==> src/psrc_pkg.sv <==
// Package of constants and types for the power state and reset control block.
// Behaviour
// - Any reset loads register defaults and opens every analog switch path.
// - After reset or power-up the device waits in standby for accessories.
// - Power-on reset comes from each rising edge of battery or bus supply.
// - Host writes reset bit at 1BH; device performs full hardware-style reset.
// - Reset and enable logic work for any supply arrival order.
// - Detection, switching and regulator enabled only while battery is valid.
// - Charging enabled whenever bus supply is valid, battery or not.
// - Register interface and interrupt work only with io and battery valid.
// - Host selects manual or automatic control of data-path switches.
// - Factory cable routes connector data to UART or USB path as needed.
package psrc_pkg;
    // ------------------------------------------------------------------
    // Register map
    // ------------------------------------------------------------------
    localparam logic [7:0] PSRC_ADDR_CONTROL = 8'h02;
    localparam logic [7:0] PSRC_ADDR_MANUAL_SW = 8'h13;
    localparam logic [7:0] PSRC_ADDR_SOFT_RESET = 8'h1B;
    localparam int PSRC_CTRL_AUTO_BIT = 2;
    localparam int PSRC_SOFT_RESET_BIT = 0;
    localparam logic [7:0] PSRC_CONTROL_RST = 8'h1F;
    localparam logic [7:0] PSRC_MANUAL_SW_RST = 8'h00;
    localparam logic [7:0] PSRC_SOFT_RESET_RST = 8'h00;
    localparam logic [1:0] PSRC_PATH_OPEN = 2'h0;
    localparam logic [1:0] PSRC_PATH_USB = 2'h1;
    localparam logic [1:0] PSRC_PATH_UART = 2'h2;
    localparam int PSRC_MAN_PATH_LSB = 0;
    localparam int PSRC_MAN_PATH_MSB = 1;
    localparam int PSRC_RESET_CYCLES = 4;
    localparam logic [2:0] PSRC_RESET_LAST = 3'(PSRC_RESET_CYCLES - 1);

    // ------------------------------------------------------------------
    // Types
    // ------------------------------------------------------------------
    typedef enum logic [1:0] {
        PSRC_FACT_NONE,
        PSRC_FACT_USB,
        PSRC_FACT_UART
    } psrc_factory_e;

    typedef enum {
        PSRC_ST_RESET,
        PSRC_ST_STANDBY
    } psrc_state_e;

    typedef struct packed {
        logic bat_valid;
        logic bus_valid;
        logic io_valid;
    } psrc_supply_s;

    typedef struct packed {
        logic wr;
        logic rd;
        logic [7:0] addr;
        logic [7:0] wdata;
    } psrc_reg_req_s;

    typedef struct packed {
        logic comm_en;
        logic detect_en;
        logic charge_en;
        logic ldo_en;
    } psrc_enable_s;
endpackage

==> src/psrc_top.sv <==
// Power state decode, power-on and software reset, and data-path switch select.
module psrc_top
    import psrc_pkg::*;
(
    // Clock and reset
    input wire logic clock_i,
    input wire logic srst_i,
    // Supply comparators, asynchronous
    input wire psrc_supply_s supply_i,
    // Register access from the serial slave, same clock
    input wire psrc_reg_req_s reg_req_i,
    // Factory cable decode from detection, same clock
    input wire psrc_factory_e factory_i,
    // Outputs
    output psrc_enable_s enable_o,
    output logic [7:0] reg_rdata_o,
    output logic [1:0] switch_path_o,
    output logic standby_o,
    output logic dev_reset_o
);
    // ------------------------------------------------------------------
    // Supply synchronisers
    // ------------------------------------------------------------------
    psrc_supply_s sup_meta_r, sup_r, sup_prev_r;
    always_ff @(posedge clock_i) begin
        if (srst_i) begin
            sup_meta_r <= '0;
            sup_r <= '0;
            sup_prev_r <= '0;
        end else begin
            sup_meta_r <= supply_i;
            sup_r <= sup_meta_r;
            sup_prev_r <= sup_r;
        end
    end

    // Either main supply rising fires the power-on reset, in any order.
    logic por_evt;
    assign por_evt = (sup_r.bat_valid & ~sup_prev_r.bat_valid) |
                     (sup_r.bus_valid & ~sup_prev_r.bus_valid);

    logic comm_ok;
    assign comm_ok = sup_r.io_valid & sup_r.bat_valid;

    // ------------------------------------------------------------------
    // Reset sequencer
    // ------------------------------------------------------------------
    psrc_state_e state_r, state_nxt;
    logic [2:0] rcnt_r, rcnt_nxt;
    logic soft_rst_req;
    assign soft_rst_req = comm_ok & reg_req_i.wr &
        (reg_req_i.addr == PSRC_ADDR_SOFT_RESET) &
        reg_req_i.wdata[PSRC_SOFT_RESET_BIT];

    always_comb begin
        state_nxt = state_r;
        rcnt_nxt = rcnt_r;
        case (state_r)
            PSRC_ST_RESET: begin
                if (rcnt_r == PSRC_RESET_LAST) begin
                    state_nxt = PSRC_ST_STANDBY;
                end else begin
                    rcnt_nxt = rcnt_r + 3'h1;
                end
            end
            PSRC_ST_STANDBY: begin
                if (por_evt || soft_rst_req) begin
                    state_nxt = PSRC_ST_RESET;
                    rcnt_nxt = 3'h0;
                end
            end
            default: begin
                state_nxt = PSRC_ST_RESET;
                rcnt_nxt = 3'h0;
            end
        endcase
    end

    always_ff @(posedge clock_i) begin
        if (srst_i) begin
            state_r <= PSRC_ST_RESET;
            rcnt_r <= 3'h0;
        end else begin
            state_r <= state_nxt;
            rcnt_r <= rcnt_nxt;
        end
    end

    logic in_reset;
    assign in_reset = (state_nxt == PSRC_ST_RESET);

    // ------------------------------------------------------------------
    // Registers
    // ------------------------------------------------------------------
    // The soft reset register never holds a one: a write to 1BH is not
    // stored in it, it only starts the reset, which reloads the default.
    logic [7:0] control_r, control_nxt;
    logic [7:0] manual_r, manual_nxt;
    logic [7:0] soft_r, soft_nxt;
    logic [7:0] rdata_nxt;
    always_comb begin
        control_nxt = control_r;
        manual_nxt = manual_r;
        soft_nxt = soft_r;
        rdata_nxt = 8'h00;
        if (in_reset) begin
            control_nxt = PSRC_CONTROL_RST;
            manual_nxt = PSRC_MANUAL_SW_RST;
            soft_nxt = PSRC_SOFT_RESET_RST;
        end else if (comm_ok && reg_req_i.wr) begin
            case (reg_req_i.addr)
                PSRC_ADDR_CONTROL: control_nxt = reg_req_i.wdata;
                PSRC_ADDR_MANUAL_SW: manual_nxt = reg_req_i.wdata;
                default: begin
                end
            endcase
        end
        if (comm_ok && reg_req_i.rd) begin
            case (reg_req_i.addr)
                PSRC_ADDR_CONTROL: rdata_nxt = control_r;
                PSRC_ADDR_MANUAL_SW: rdata_nxt = manual_r;
                PSRC_ADDR_SOFT_RESET: rdata_nxt = soft_r;
                default: rdata_nxt = 8'h00;
            endcase
        end
    end

    // ------------------------------------------------------------------
    // Switch path and enables
    // ------------------------------------------------------------------
    logic [1:0] path_nxt;
    psrc_enable_s en_nxt;
    always_comb begin
        path_nxt = PSRC_PATH_OPEN;
        en_nxt.detect_en = sup_r.bat_valid;
        en_nxt.ldo_en = sup_r.bat_valid;
        en_nxt.charge_en = sup_r.bus_valid;
        en_nxt.comm_en = comm_ok;
        if (in_reset || !sup_r.bat_valid) begin
            path_nxt = PSRC_PATH_OPEN;
        end else if (factory_i == PSRC_FACT_UART) begin
            path_nxt = PSRC_PATH_UART;
        end else if (factory_i == PSRC_FACT_USB) begin
            path_nxt = PSRC_PATH_USB;
        end else if (!control_r[PSRC_CTRL_AUTO_BIT]) begin
            path_nxt = manual_r[PSRC_MAN_PATH_MSB:PSRC_MAN_PATH_LSB];
        end
    end

    always_ff @(posedge clock_i) begin
        if (srst_i) begin
            control_r <= PSRC_CONTROL_RST;
            manual_r <= PSRC_MANUAL_SW_RST;
            soft_r <= PSRC_SOFT_RESET_RST;
            reg_rdata_o <= 8'h00;
            switch_path_o <= PSRC_PATH_OPEN;
            enable_o <= '0;
            standby_o <= 1'b0;
            dev_reset_o <= 1'b1;
        end else begin
            control_r <= control_nxt;
            manual_r <= manual_nxt;
            soft_r <= soft_nxt;
            reg_rdata_o <= rdata_nxt;
            switch_path_o <= path_nxt;
            enable_o <= en_nxt;
            standby_o <= ~in_reset;
            dev_reset_o <= in_reset;
        end
    end

    // ------------------------------------------------------------------
    // Checks
    // ------------------------------------------------------------------
    a_reset_opens: assert property (
        @(posedge clock_i) disable iff (srst_i)
        dev_reset_o |-> switch_path_o == PSRC_PATH_OPEN)
        else $error("switch path not open during reset");
    a_reset_defaults: assert property (
        @(posedge clock_i) disable iff (srst_i)
        dev_reset_o |-> control_r == PSRC_CONTROL_RST &&
        manual_r == PSRC_MANUAL_SW_RST)
        else $error("registers not at defaults during reset");
    a_standby_after: assert property (
        @(posedge clock_i) disable iff (srst_i)
        $rose(dev_reset_o) |-> ##[1:6] standby_o)
        else $error("standby not reached after reset");
    a_por_edge: assert property (
        @(posedge clock_i) disable iff (srst_i)
        (state_r == PSRC_ST_STANDBY && por_evt) |=> dev_reset_o)
        else $error("supply rise did not reset");
    a_soft_reset: assert property (
        @(posedge clock_i) disable iff (srst_i)
        (state_r == PSRC_ST_STANDBY && soft_rst_req) |=> dev_reset_o)
        else $error("soft reset write ignored");
    a_detect_bat: assert property (
        @(posedge clock_i) disable iff (srst_i)
        enable_o.detect_en == $past(sup_r.bat_valid))
        else $error("detect enable does not follow battery");
    a_charge_bus: assert property (
        @(posedge clock_i) disable iff (srst_i)
        sup_r.bus_valid |=> enable_o.charge_en)
        else $error("charging not enabled with bus supply");
    a_comm_gate: assert property (
        @(posedge clock_i) disable iff (srst_i)
        enable_o.comm_en |-> $past(sup_r.io_valid) && $past(sup_r.bat_valid))
        else $error("comm enabled without both supplies");
    a_factory_uart: assert property (
        @(posedge clock_i) disable iff (srst_i)
        (factory_i == PSRC_FACT_UART && sup_r.bat_valid && !in_reset)
        |=> switch_path_o == PSRC_PATH_UART)
        else $error("factory uart path not routed");
    a_soft_clears: assert property (
        @(posedge clock_i) disable iff (srst_i)
        soft_r[PSRC_SOFT_RESET_BIT] == 1'b0)
        else $error("soft reset bit stuck");
    c_por: cover property (@(posedge clock_i) por_evt ##1 dev_reset_o);
    c_soft: cover property (@(posedge clock_i) soft_rst_req ##1 dev_reset_o);
    c_uart: cover property (@(posedge clock_i)
        switch_path_o == PSRC_PATH_UART);
    c_manual: cover property (@(posedge clock_i)
        !control_r[PSRC_CTRL_AUTO_BIT] && switch_path_o == PSRC_PATH_USB);
endmodule

==> config.mk <==
export PLATFORM = sky130hd
export DESIGN_NAME = psrc_top
export DESIGN_NICKNAME = d
export VERILOG_FILES = /design/src/psrc_pkg.sv /design/src/psrc_top.sv
export SDC_FILE = /design/constraint.sdc
export NUM_CORES = 1
export LEC_CHECK = 0
export BUFFER_PORTS_ARGS = -buffer_cell sky130_fd_sc_hd__buf_2
export CORE_UTILIZATION = 40
export CTS_BUF_LIST = sky130_fd_sc_hd__clkbuf_4 sky130_fd_sc_hd__clkbuf_8 sky130_fd_sc_hd__clkbuf_16
export CTS_CLUSTER_DIAMETER = 50
export DETAILED_ROUTE_END_ITERATION = 10
export PLACE_DENSITY = 0.66
export SYNTH_ARGS = -nofsm -noshare
export SYNTH_HDL_FRONTEND = slang
export SYNTH_SLANG_ARGS = --single-unit
==> constraint.sdc <==
create_clock -name clock_i -period 3.9 [get_ports clock_i]
set_input_delay 0.975 -clock clock_i [delete_from_list [all_inputs] [get_ports clock_i]]
set_output_delay 0.975 -clock clock_i [all_outputs]
set_load 0.02 [all_outputs]
==> run_results.csv, run 1 <==
group,metric,value,unit
cts,ctsHtreeMaxLevel,3,
min_path,holdCritStartpoint,"sup_meta_r[2]",
place,io_buffers,40,
min_path,whs_endpoint,"en_nxt[0]",
finish,multi_input_area,886,sq um
timing,fin_crit_sh,62.9,%
grt,grt_overflow,0,
synthesis,synth_cell_type_count,36,
cts,clockBufferDepth,2,
pwr,p_int,1090,uW
cts,clk_pin_slew,70,ps
synthesis,synth_top_area_share,63.8,%
critical_path,rr_worst_depth,3,
min_path,hold_depth,1,
run,drv_cap,0,
synthesis,synth_edf_count,0,
pwr,p_sw_share,20.0,%
cts,cts_hold_buffers,0,
finish,instances_no_fill,345,
timing,rsz0062_at_grt,"false",
pwr,peakVddDrop,0.000278,V
pwr,comb_power_share,2.4,%
timing,max-slew-margin-rel,24.2,%
synthesis,synth_area_per_cell,11.8,sq um
critical_path,reg2reg_from,"state_r[1]",
finish,layout-drive-gt1-share,23.8,%
pwr,leakage,0.00121,uW
pwr,p_sw,273,uW
floorplan,coreArea,5470,sq um
synthesis,ys.flop_type,"dfxtp_1",
routing,route.detailed.drc,0,
finish,final_common_cell,"dfxtp_1",
finish,n_antenna_cell,0,
routing,wire_per_inst,11.7,microns
place,dp_hpwl,2820,microns
pwr,sequentialPowerShare,55.8,%
cts,clk_latency,340,ps
grt,antenna_found_initial,0,
grt,grt_start_max_net_pins,17,
cts,post_cts_resized,0,
min_path,hold_path_class,"flop to flop",
timing,worst_slack,1450,ps
critical_path,critPathKind,"input pin to flop",
grt,grt_util_all_layers,15.5,%
timing,setup_tns,0,ps
timing,setup_viol,0,
timing,fmaxAchievable,407,MHz
floorplan,dieArea,5960,sq um
pwr,power.density,481,nW/um^2
floorplan,rows,27,
critical_path,crit_path_start_kind,"input pin",
finish,layout_common_cells,"72 x dfxtp_1, 40 x buf_2, 31 x conb_1",
cts,cts_tree,"yes",
timing,clock_skew,3.78,ps
critical_path,slowest_delay,670,ps
timing,tightest_slew,1130,ps
critical_path,regToRegSetupSlack,1900,ps
cts,post_cts_buffers,0,
finish,fillerInstances,530,
run_status,status,"finished, final reports clean",
place,routabilityCongestion,0.798,
critical_path,cp.arrival,2650,ps
critical_path,path_cells,"buf_2, or4b_1, or4_1, mux2i_1, nand3_1",
floorplan,pin_count,41,
critical_path,crit_fanout,8,
pwr,power.share.clock,41.8,%
routing,antenna_left,0,
synthesis,ys_seq_area_share,63.8,%
critical_path,crit_buf_inv,1,
place,pre_cts_ws,1090,ps
floorplan,initial_core_util,41.3,%
timing,final_max_slew_viol_count,0,
floorplan,fp.dieW,77.2,microns
synthesis,ys_ff_latch,72,
timing,hold_violations,0,
finish,area_growth,25.6,%
critical_path,endpoint_kind,"flop",
grt,grt_pass1_vias,1490,
synthesis,yosys_warnings,0,
routing,wirelength,4030,microns
place,placed_cells,330,
cts,cts.sinks,72,
critical_path,startpoint,"reg_req_i[8]",
synthesis,syn_inst,192,
finish,seqCellArea,1440,sq um
critical_path,r2r_end,"switch_path_o[1]",
routing,drt_first_pass_iters,4,
critical_path,cp.required,4100,ps
routing,vias_per_cell,4.49,
grt,grt_first_pass_wirelength,6860,microns
timing,min_period,2450,ps
floorplan,die_h,77.2,microns
synthesis,synthArstFlopShare,0,%
finish,nets,296,
synthesis,synth_area_leaders,"dfxtp_1 64%, mux2i_1 7.1%, nor3_1 3.5%, a22oi_1 2.7%, nor2_1 2.7%",
critical_path,crit_family,"simple AND/OR/NAND/NOR gates",
critical_path,slowest_stage,"or4_1",
synthesis,syn_area,2260,sq um
cts,cts_buffers,9,
routing,vias,1549,
routing,dr.first_iter.drc_count,80,
cts,cts.root.buffer_cell,"clkbuf_8",
synthesis,yosysTopAreaCell,"dfxtp_1",
-- cell families (layout without fill, tap and decap cells) --
logic type | Yosys count | count (layout) | share of synthesized area [%]
buffers and inverters | 9 | 60 | 2.05
AO/OA/AOI/OAI | 15 | 15 | 6.09
adder cells (fa/ha/maj) | 4 | 4 | 1.99
other | 1 | 31 | 0.166
multiplexers | 17 | 17 | 7.58
AND/OR/NAND/NOR | 74 | 74 | 18.4
flip-flops | 72 | 72 | 63.8
-- power groups by stage --
| stage | sequential (uW) | clock [uW] | combinational (uW) |
|---|---|---|---|
| CTS | 763 | 588 | 31.9 |
| global route | 764 | 619 | 37.3 |
| floorplan | 778 | 0 | 14.0 |
| detailed placement | 779 | 0 | 31.8 |
| finish | 762 | 572 | 32.4 |
| global placement | 779 | 0 | 31.3 |
-- per-layer routing --
metal	vias up	part of all wire (%)	global-route usage, %
li1	804	-	-
met1	706	45	17.2
met2	29	48	25.0
met3	10	4.3	5.48
met4	0	2.5	9.81
met5	-	0	0
-- worst max path at each step --
stage	to	slack, ps	cells after the start
after floorplan	switch_path_o[0]	1320	4
after global placement	control_r[4]	1110	5
after detailed placement	control_r[4]	1090	5
after CTS	control_r[4]	1450	5
after global routing	control_r[4]	1370	5
final	control_r[4]	1450	5
-- registers in the layout (all words and copies together), names as in the netlist --
name / flops
reg_rdata_o: 8
sup_r: 1
sup_meta_r: 3
en_nxt: 2
state_r: 32
standby_o: 1
dev_reset_o: 1
rcnt_r: 3
manual_r: 8
control_r: 8
switch_path_o: 2
enable_o: 3
-- cell type report --
class / instances / area share, %
clock buffers: 12 / 5.38
flip-flops and latches: 72 / 50.8
clock inverters: 3 / 1.50
well taps: 72 / 3.17
multi-input cells: 141 / 31.2
repair buffers: 42 / 7.58
inverters: 3 / 0.397
-- per-stage QoR --
step | utilization [%] | area [sq um] | power (uW) | hold WS, ps
6_report | 51.9 | 2840 | 1370 | 437
5_1_grt | 51.9 | 2840 | 1420 | 457
4_1_cts | 51.9 | 2840 | 1380 | 442
3_5_place_dp | 48.3 | 2640 | 811 | 423
3_3_place_gp | 48.3 | 2640 | 810 | 418
2_1_floorplan | - | 2370 | 792 | 410
-- synth_stat cells, drive strengths merged, types with 2 or more instances --
cell type and n:
dfxtp 72, mux2i 16, nor2 16, nor3 16, a22oi 9, nor2b 8, nor4 8, nand2 7
nand3 7, buf 3, clkbuf 3, inv 3, ha 2, maj3 2, nand2b 2, nand4 2
or4 2
-- worst register-to-register path, stage by stage, from the launching register on --
cell     delay [ps]
dfxtp_1         310
nor4_1          950
a22oi_4         280
nor4b_1         370
(Power assumes the default switching activity.)
==> run 2: changes to the inputs <==
--- a/config.mk
+++ b/config.mk
@@ -10,7 +10,7 @@
 export CTS_BUF_LIST = sky130_fd_sc_hd__clkbuf_4 sky130_fd_sc_hd__clkbuf_8 sky130_fd_sc_hd__clkbuf_16
 export CTS_CLUSTER_DIAMETER = 50
 export DETAILED_ROUTE_END_ITERATION = 10
-export PLACE_DENSITY = 0.66
+export PLACE_DENSITY = 0.68
 export SYNTH_ARGS = -nofsm -noshare
 export SYNTH_HDL_FRONTEND = slang
 export SYNTH_SLANG_ARGS = --single-unit
==> constraint.sdc (replaced) <==
create_clock -name clock_i -period 2.1 [get_ports clock_i]
set_input_delay 0.525 -clock clock_i [delete_from_list [all_inputs] [get_ports clock_i]]
set_output_delay 0.525 -clock clock_i [all_outputs]
set_load 0.02 [all_outputs]
==> run_results.csv, run 2 (synthesis gave the netlist of run 1 again) <==
group,metric,value,unit
run_status,status,"finished, final reports clean",
cts,cts.sinks,72,
finish,n_antenna_cell,0,
cts,cts_buffers,9,
timing,hold_violations,0,
place,io_buffers,40,
cts,ctsHtreeMaxLevel,3,
finish,layout-drive-gt1-share,27.5,%
routing,routed-wl-met3,180,microns
floorplan,rows,27,
routing,dr.first_iter.drc_count,49,
finish,final_common_cell,"dfxtp_1",
critical_path,path_cells,"buf_2, or4b_1, or4_1, buf_4, mux2i_1, nand3_1",
floorplan,coreArea,5470,sq um
floorplan,fp.dieW,77.2,microns
timing,fmaxAchievable,557,MHz
timing,final_max_slew_viol_count,0,
critical_path,cp.arrival,2030,ps
timing,rsz0062_at_grt,"false",
floorplan,pin_count,41,
finish,nets,309,
grt,grt_first_pass_wirelength,6660,microns
floorplan,die_h,77.2,microns
finish,final_cell_area,3000,sq um
critical_path,rr_worst_depth,4,
min_path,hold_path_class,"input pin to flop",
grt,grt_pass1_vias,1513,
routing,vias,1626,
cts,clk_latency,340,ps
timing,setup_viol,0,
critical_path,r2r_end,"switch_path_o[1]",
routing,wl_met2,1900,microns
critical_path,regToRegSetupSlack,450,ps
routing,antenna_left,0,
critical_path,endpoint_kind,"flop",
finish,fillerInstances,494,
grt,grt_overflow,0,
routing,wire_per_inst,10.8,microns
finish,area_growth,32.8,%
critical_path,reg2reg_from,"state_r[21]",
pwr,peakVddDrop,0.000618,V
pwr,power.density,902,nW/um^2
grt,antenna_found_initial,0,
routing,m1WireLength,1730,microns
finish,largest_register_ffs,32,
place,routabilityCongestion,0.718,
place,dp_hpwl,2810,microns
cts,post_cts_resized,0,
routing,vias_per_cell,4.53,
floorplan,initial_core_util,41.3,%
pwr,leakage,0.00130,uW
finish,top_register,"state_r",
grt,grt_util_all_layers,14.8,%
critical_path,slowest_stage,"or4b_1",
finish,multi_input_area,886,sq um
cts,cts_hold_buffers,0,
timing,min_period,1800,ps
critical_path,crit_path_end,"control_r[4]",
place,placed_area,2770,sq um
cts,post_cts_buffers,0,
cts,cts.root.buffer_cell,"clkbuf_8",
critical_path,crit_path_start_kind,"input pin",
routing,route.detailed.drc,0,
grt,grt_start_max_net_pins,15,
finish,seqCellArea,1440,sq um
critical_path,slowest_delay,530,ps
critical_path,startpoint,"reg_req_i[8]",
routing,top_layer_used,"met4",
finish,instances_no_fill,359,
finish,layout_common_cells,"72 x dfxtp_1, 40 x buf_2, 31 x conb_1",
run,drv_cap,0,
critical_path,crit_fanout,8,
timing,holdWs,388,ps
routing,wirelength,3870,microns
timing,fin_crit_sh,85.5,%
cts,clockBufferDepth,2,
floorplan,dieArea,5960,sq um
critical_path,critPathKind,"input pin to flop",
timing,clock_skew,7.92,ps
routing,drt_first_pass_iters,4,
cts,cts_tree,"yes",
critical_path,cp.required,2330,ps
place,placed_cells,343,
cts,clk_pin_slew,70,ps
==> run 2: power by group <==
part	switching (uW)	total (uW)	internal, uW
Combinational	32.8	65.4	32.6
Clock	479	1230	749
Sequential	10.3	1410	1400
==> run 2: worst min path at each step <==
| stage | startpoint | endpoint | slack, ps | cells past startpoint |
|---|---|---|---|---|
| 2_1_floorplan | en_nxt[1] | enable_o[1] | 410 | 2 |
| 3_3_place_gp | sup_meta_r[2] | en_nxt[0] | 420 | 1 |
| 3_5_place_dp | sup_meta_r[0] | sup_r[0] | 430 | 1 |
| 4_1_cts | supply_i[2] | sup_meta_r[2] | 370 | 2 |
| 5_1_grt | supply_i[0] | sup_meta_r[0] | 390 | 2 |
| 6_report | supply_i[2] | sup_meta_r[2] | 390 | 2 |
==> run 2: final cells by class <==
class / instances / share of cell area, %
clock buffers: 12 / 5.29
multi-input cells: 141 / 29.5
well taps: 72 / 3.00
flip-flops and latches: 72 / 48.0
repair buffers: 55 / 11.3
inverters: 3 / 0.375
clock inverters: 4 / 2.54
==> run 2: stage by stage <==
step	worst slack (ps)	setup TNS, ps	power, uW	utilization (%)
finish	304	0	2710	54.8
global route	145	0	2820	54.8
CTS	310	0	2740	54.8
detailed placement	-59.2	-501	1510	50.5
global placement	-47.9	-350	1510	50.5
floorplan	25.5	0	1470	-
==> run 2: metal layers <==
metal	up-vias	GRT usage, %
li1	829	-
met4	0	6.23
met3	8	6.90
met1	758	16.3
met2	31	24.4
met5	-	0
==> run 2: critical path: cells and delay by family <==
family | cells | cell delay, ps
multiplexers | 1 | 170
AND/OR/NAND/NOR | 3 | 1030
buffers and inverters | 2 | 300
==> run 3: changes to the inputs <==
--- a/config.mk
+++ b/config.mk
@@ -10,6 +10,7 @@
 export CTS_BUF_LIST = sky130_fd_sc_hd__clkbuf_4 sky130_fd_sc_hd__clkbuf_8 sky130_fd_sc_hd__clkbuf_16
 export CTS_CLUSTER_DIAMETER = 50
 export DETAILED_ROUTE_END_ITERATION = 10
+export GPL_TIMING_DRIVEN = 0
 export PLACE_DENSITY = 0.68
 export SYNTH_ARGS = -nofsm -noshare
 export SYNTH_HDL_FRONTEND = slang
==> run_results.csv, run 3 (synthesis gave the netlist of run 1 again) <==
group,metric,value,unit
run_status,status,"finished, final reports clean",
timing,rsz0062_at_grt,"false",
routing,antenna_left,0,
timing,tightest_slew,1060,ps
finish,area_growth,29.1,%
critical_path,endpoint_kind,"flop",
floorplan,initial_core_util,41.3,%
finish,largest_register_ffs,32,
finish,nets,299,
place,dp_hpwl,2760,microns
floorplan,fp.dieW,77.2,microns
run,drv_cap,0,
cts,post_cts_resized,0,
routing,wirelength,4020,microns
floorplan,dieArea,5960,sq um
grt,grt_first_pass_wirelength,7000,microns
critical_path,crit_fanout,5,
cts,cts.sinks,72,
cts,ctsHtreeMaxLevel,3,
finish,instances_no_fill,349,
finish,fillerInstances,507,
pwr,power.total,2800,uW
pwr,power.density,959,nW/um^2
cts,cts_hold_buffers,0,
routing,vias_per_cell,4.48,
floorplan,pin_count,41,
grt,grt_start_max_net_pins,13,
finish,layout-drive-gt1-share,24.9,%
critical_path,crit_path_start_kind,"flop",
critical_path,regToRegSetupSlack,190,ps
timing,clock_skew,7.83,ps
routing,vias,1563,
critical_path,cp.arrival,2130,ps
cts,clockBufferDepth,2,
place,routabilityCongestion,0.689,
timing,setup_viol,0,
cts,post_cts_buffers,0,
finish,top_register,"state_r",
timing,min_period,1910,ps
routing,dr.first_iter.drc_count,37,
floorplan,rows,27,
routing,drt_first_pass_iters,4,
finish,layout_common_cells,"72 x dfxtp_1, 40 x buf_2, 31 x conb_1, 16 x nor2_1, 16 x mux2i_1",
cts,cts.root.buffer_cell,"clkbuf_8",
floorplan,die_h,77.2,microns
critical_path,cp.required,2320,ps
grt,antenna_found_initial,0,
min_path,hold_path_class,"input pin to flop",
place,io_buffers,39,
cts,clk_pin_slew,70,ps
pwr,peakVddDrop,0.000914,V
timing,holdWs,388,ps
place,placed_cells,333,
cts,clk_latency,340,ps
grt,grt_pass1_vias,1587,
timing,final_max_slew_viol_count,0,
pwr,leakage,0.00125,uW
critical_path,critPathKind,"flop to flop",
grt,grt_overflow,0,
timing,fmaxAchievable,524,MHz
finish,final_common_cell,"dfxtp_1",
grt,grt_util_all_layers,15.9,%
routing,wire_per_inst,11.5,microns
timing,fin_crit_sh,90.9,%
floorplan,coreArea,5470,sq um
routing,route.detailed.drc,0,
cts,cts_buffers,9,
cts,cts_tree,"yes",
timing,hold_violations,0,
timing,max-slew-margin-rel,28.9,%
finish,n_antenna_cell,0,
[run 3: cell type report]
| type | instances | area, sq um | area share (%) |
|---|---|---|---|
| plain buffers | 6 | 36.3 | 1.24 |
| clock buffers | 11 | 145 | 4.97 |
| well taps | 72 | 90.1 | 3.09 |
| repair buffers | 39 | 195 | 6.69 |
| clock inverters | 5 | 104 | 3.56 |
| inverters | 3 | 11.3 | 0.386 |
| flip-flops and latches | 72 | 1440 | 49.4 |
| multi-input cells | 141 | 896 | 30.7 |
[run 3: path summary, 6_finish.rpt]
| path | from | to | depth (start not counted) |
|---|---|---|---|
| max | state_r[1] | switch_path_o[1] | 3 |
| min reg2reg | en_nxt[1] | enable_o[1] | 2 |
| min | supply_i[1] | sup_meta_r[1] | 2 |
| max reg2reg | state_r[1] | switch_path_o[1] | 3 |
[run 3: report_power, final]
| part | leakage, uW | switching, uW | total, uW | internal [uW] |
|---|---|---|---|---|
| clock | 0.000127 | 488 | 1320 | 835 |
| combinational | 0.000526 | 32.1 | 60.5 | 28.4 |
| sequential | 0.000593 | 11.8 | 1420 | 1400 |
[run 3: worst max-delay path: stages (launching register included)]
cell,delay [ps]
dfxtp_1,320
nor4_1,900
a22oi_4,130
nor4b_1,440
[run 3: layer usage]
metal	part of all wire [%]	vias to the layer above	wire length, microns	GRT usage, %
li1	-	811	-	-
met1	43	718	1710	16.6
met2	50	27	2030	26.6
met3	4.7	7	189	6.67
met4	2.3	0	91	9.06
met5	0	-	0	0
[run 3: stage by stage]
stage / area [sq um] / TNS, ps / utilization (%) / setup slack, ps
2_1_floorplan: 2370 / 0 / - / 25.5
3_3_place_gp: 2660 / -5050 / 48.6 / -248
3_5_place_dp: 2660 / -4600 / 48.6 / -247
4_1_cts: 2910 / 0 / 53.1 / 124
5_1_grt: 2920 / 0 / 53.3 / 49.7
6_report: 2920 / 0 / 53.3 / 191
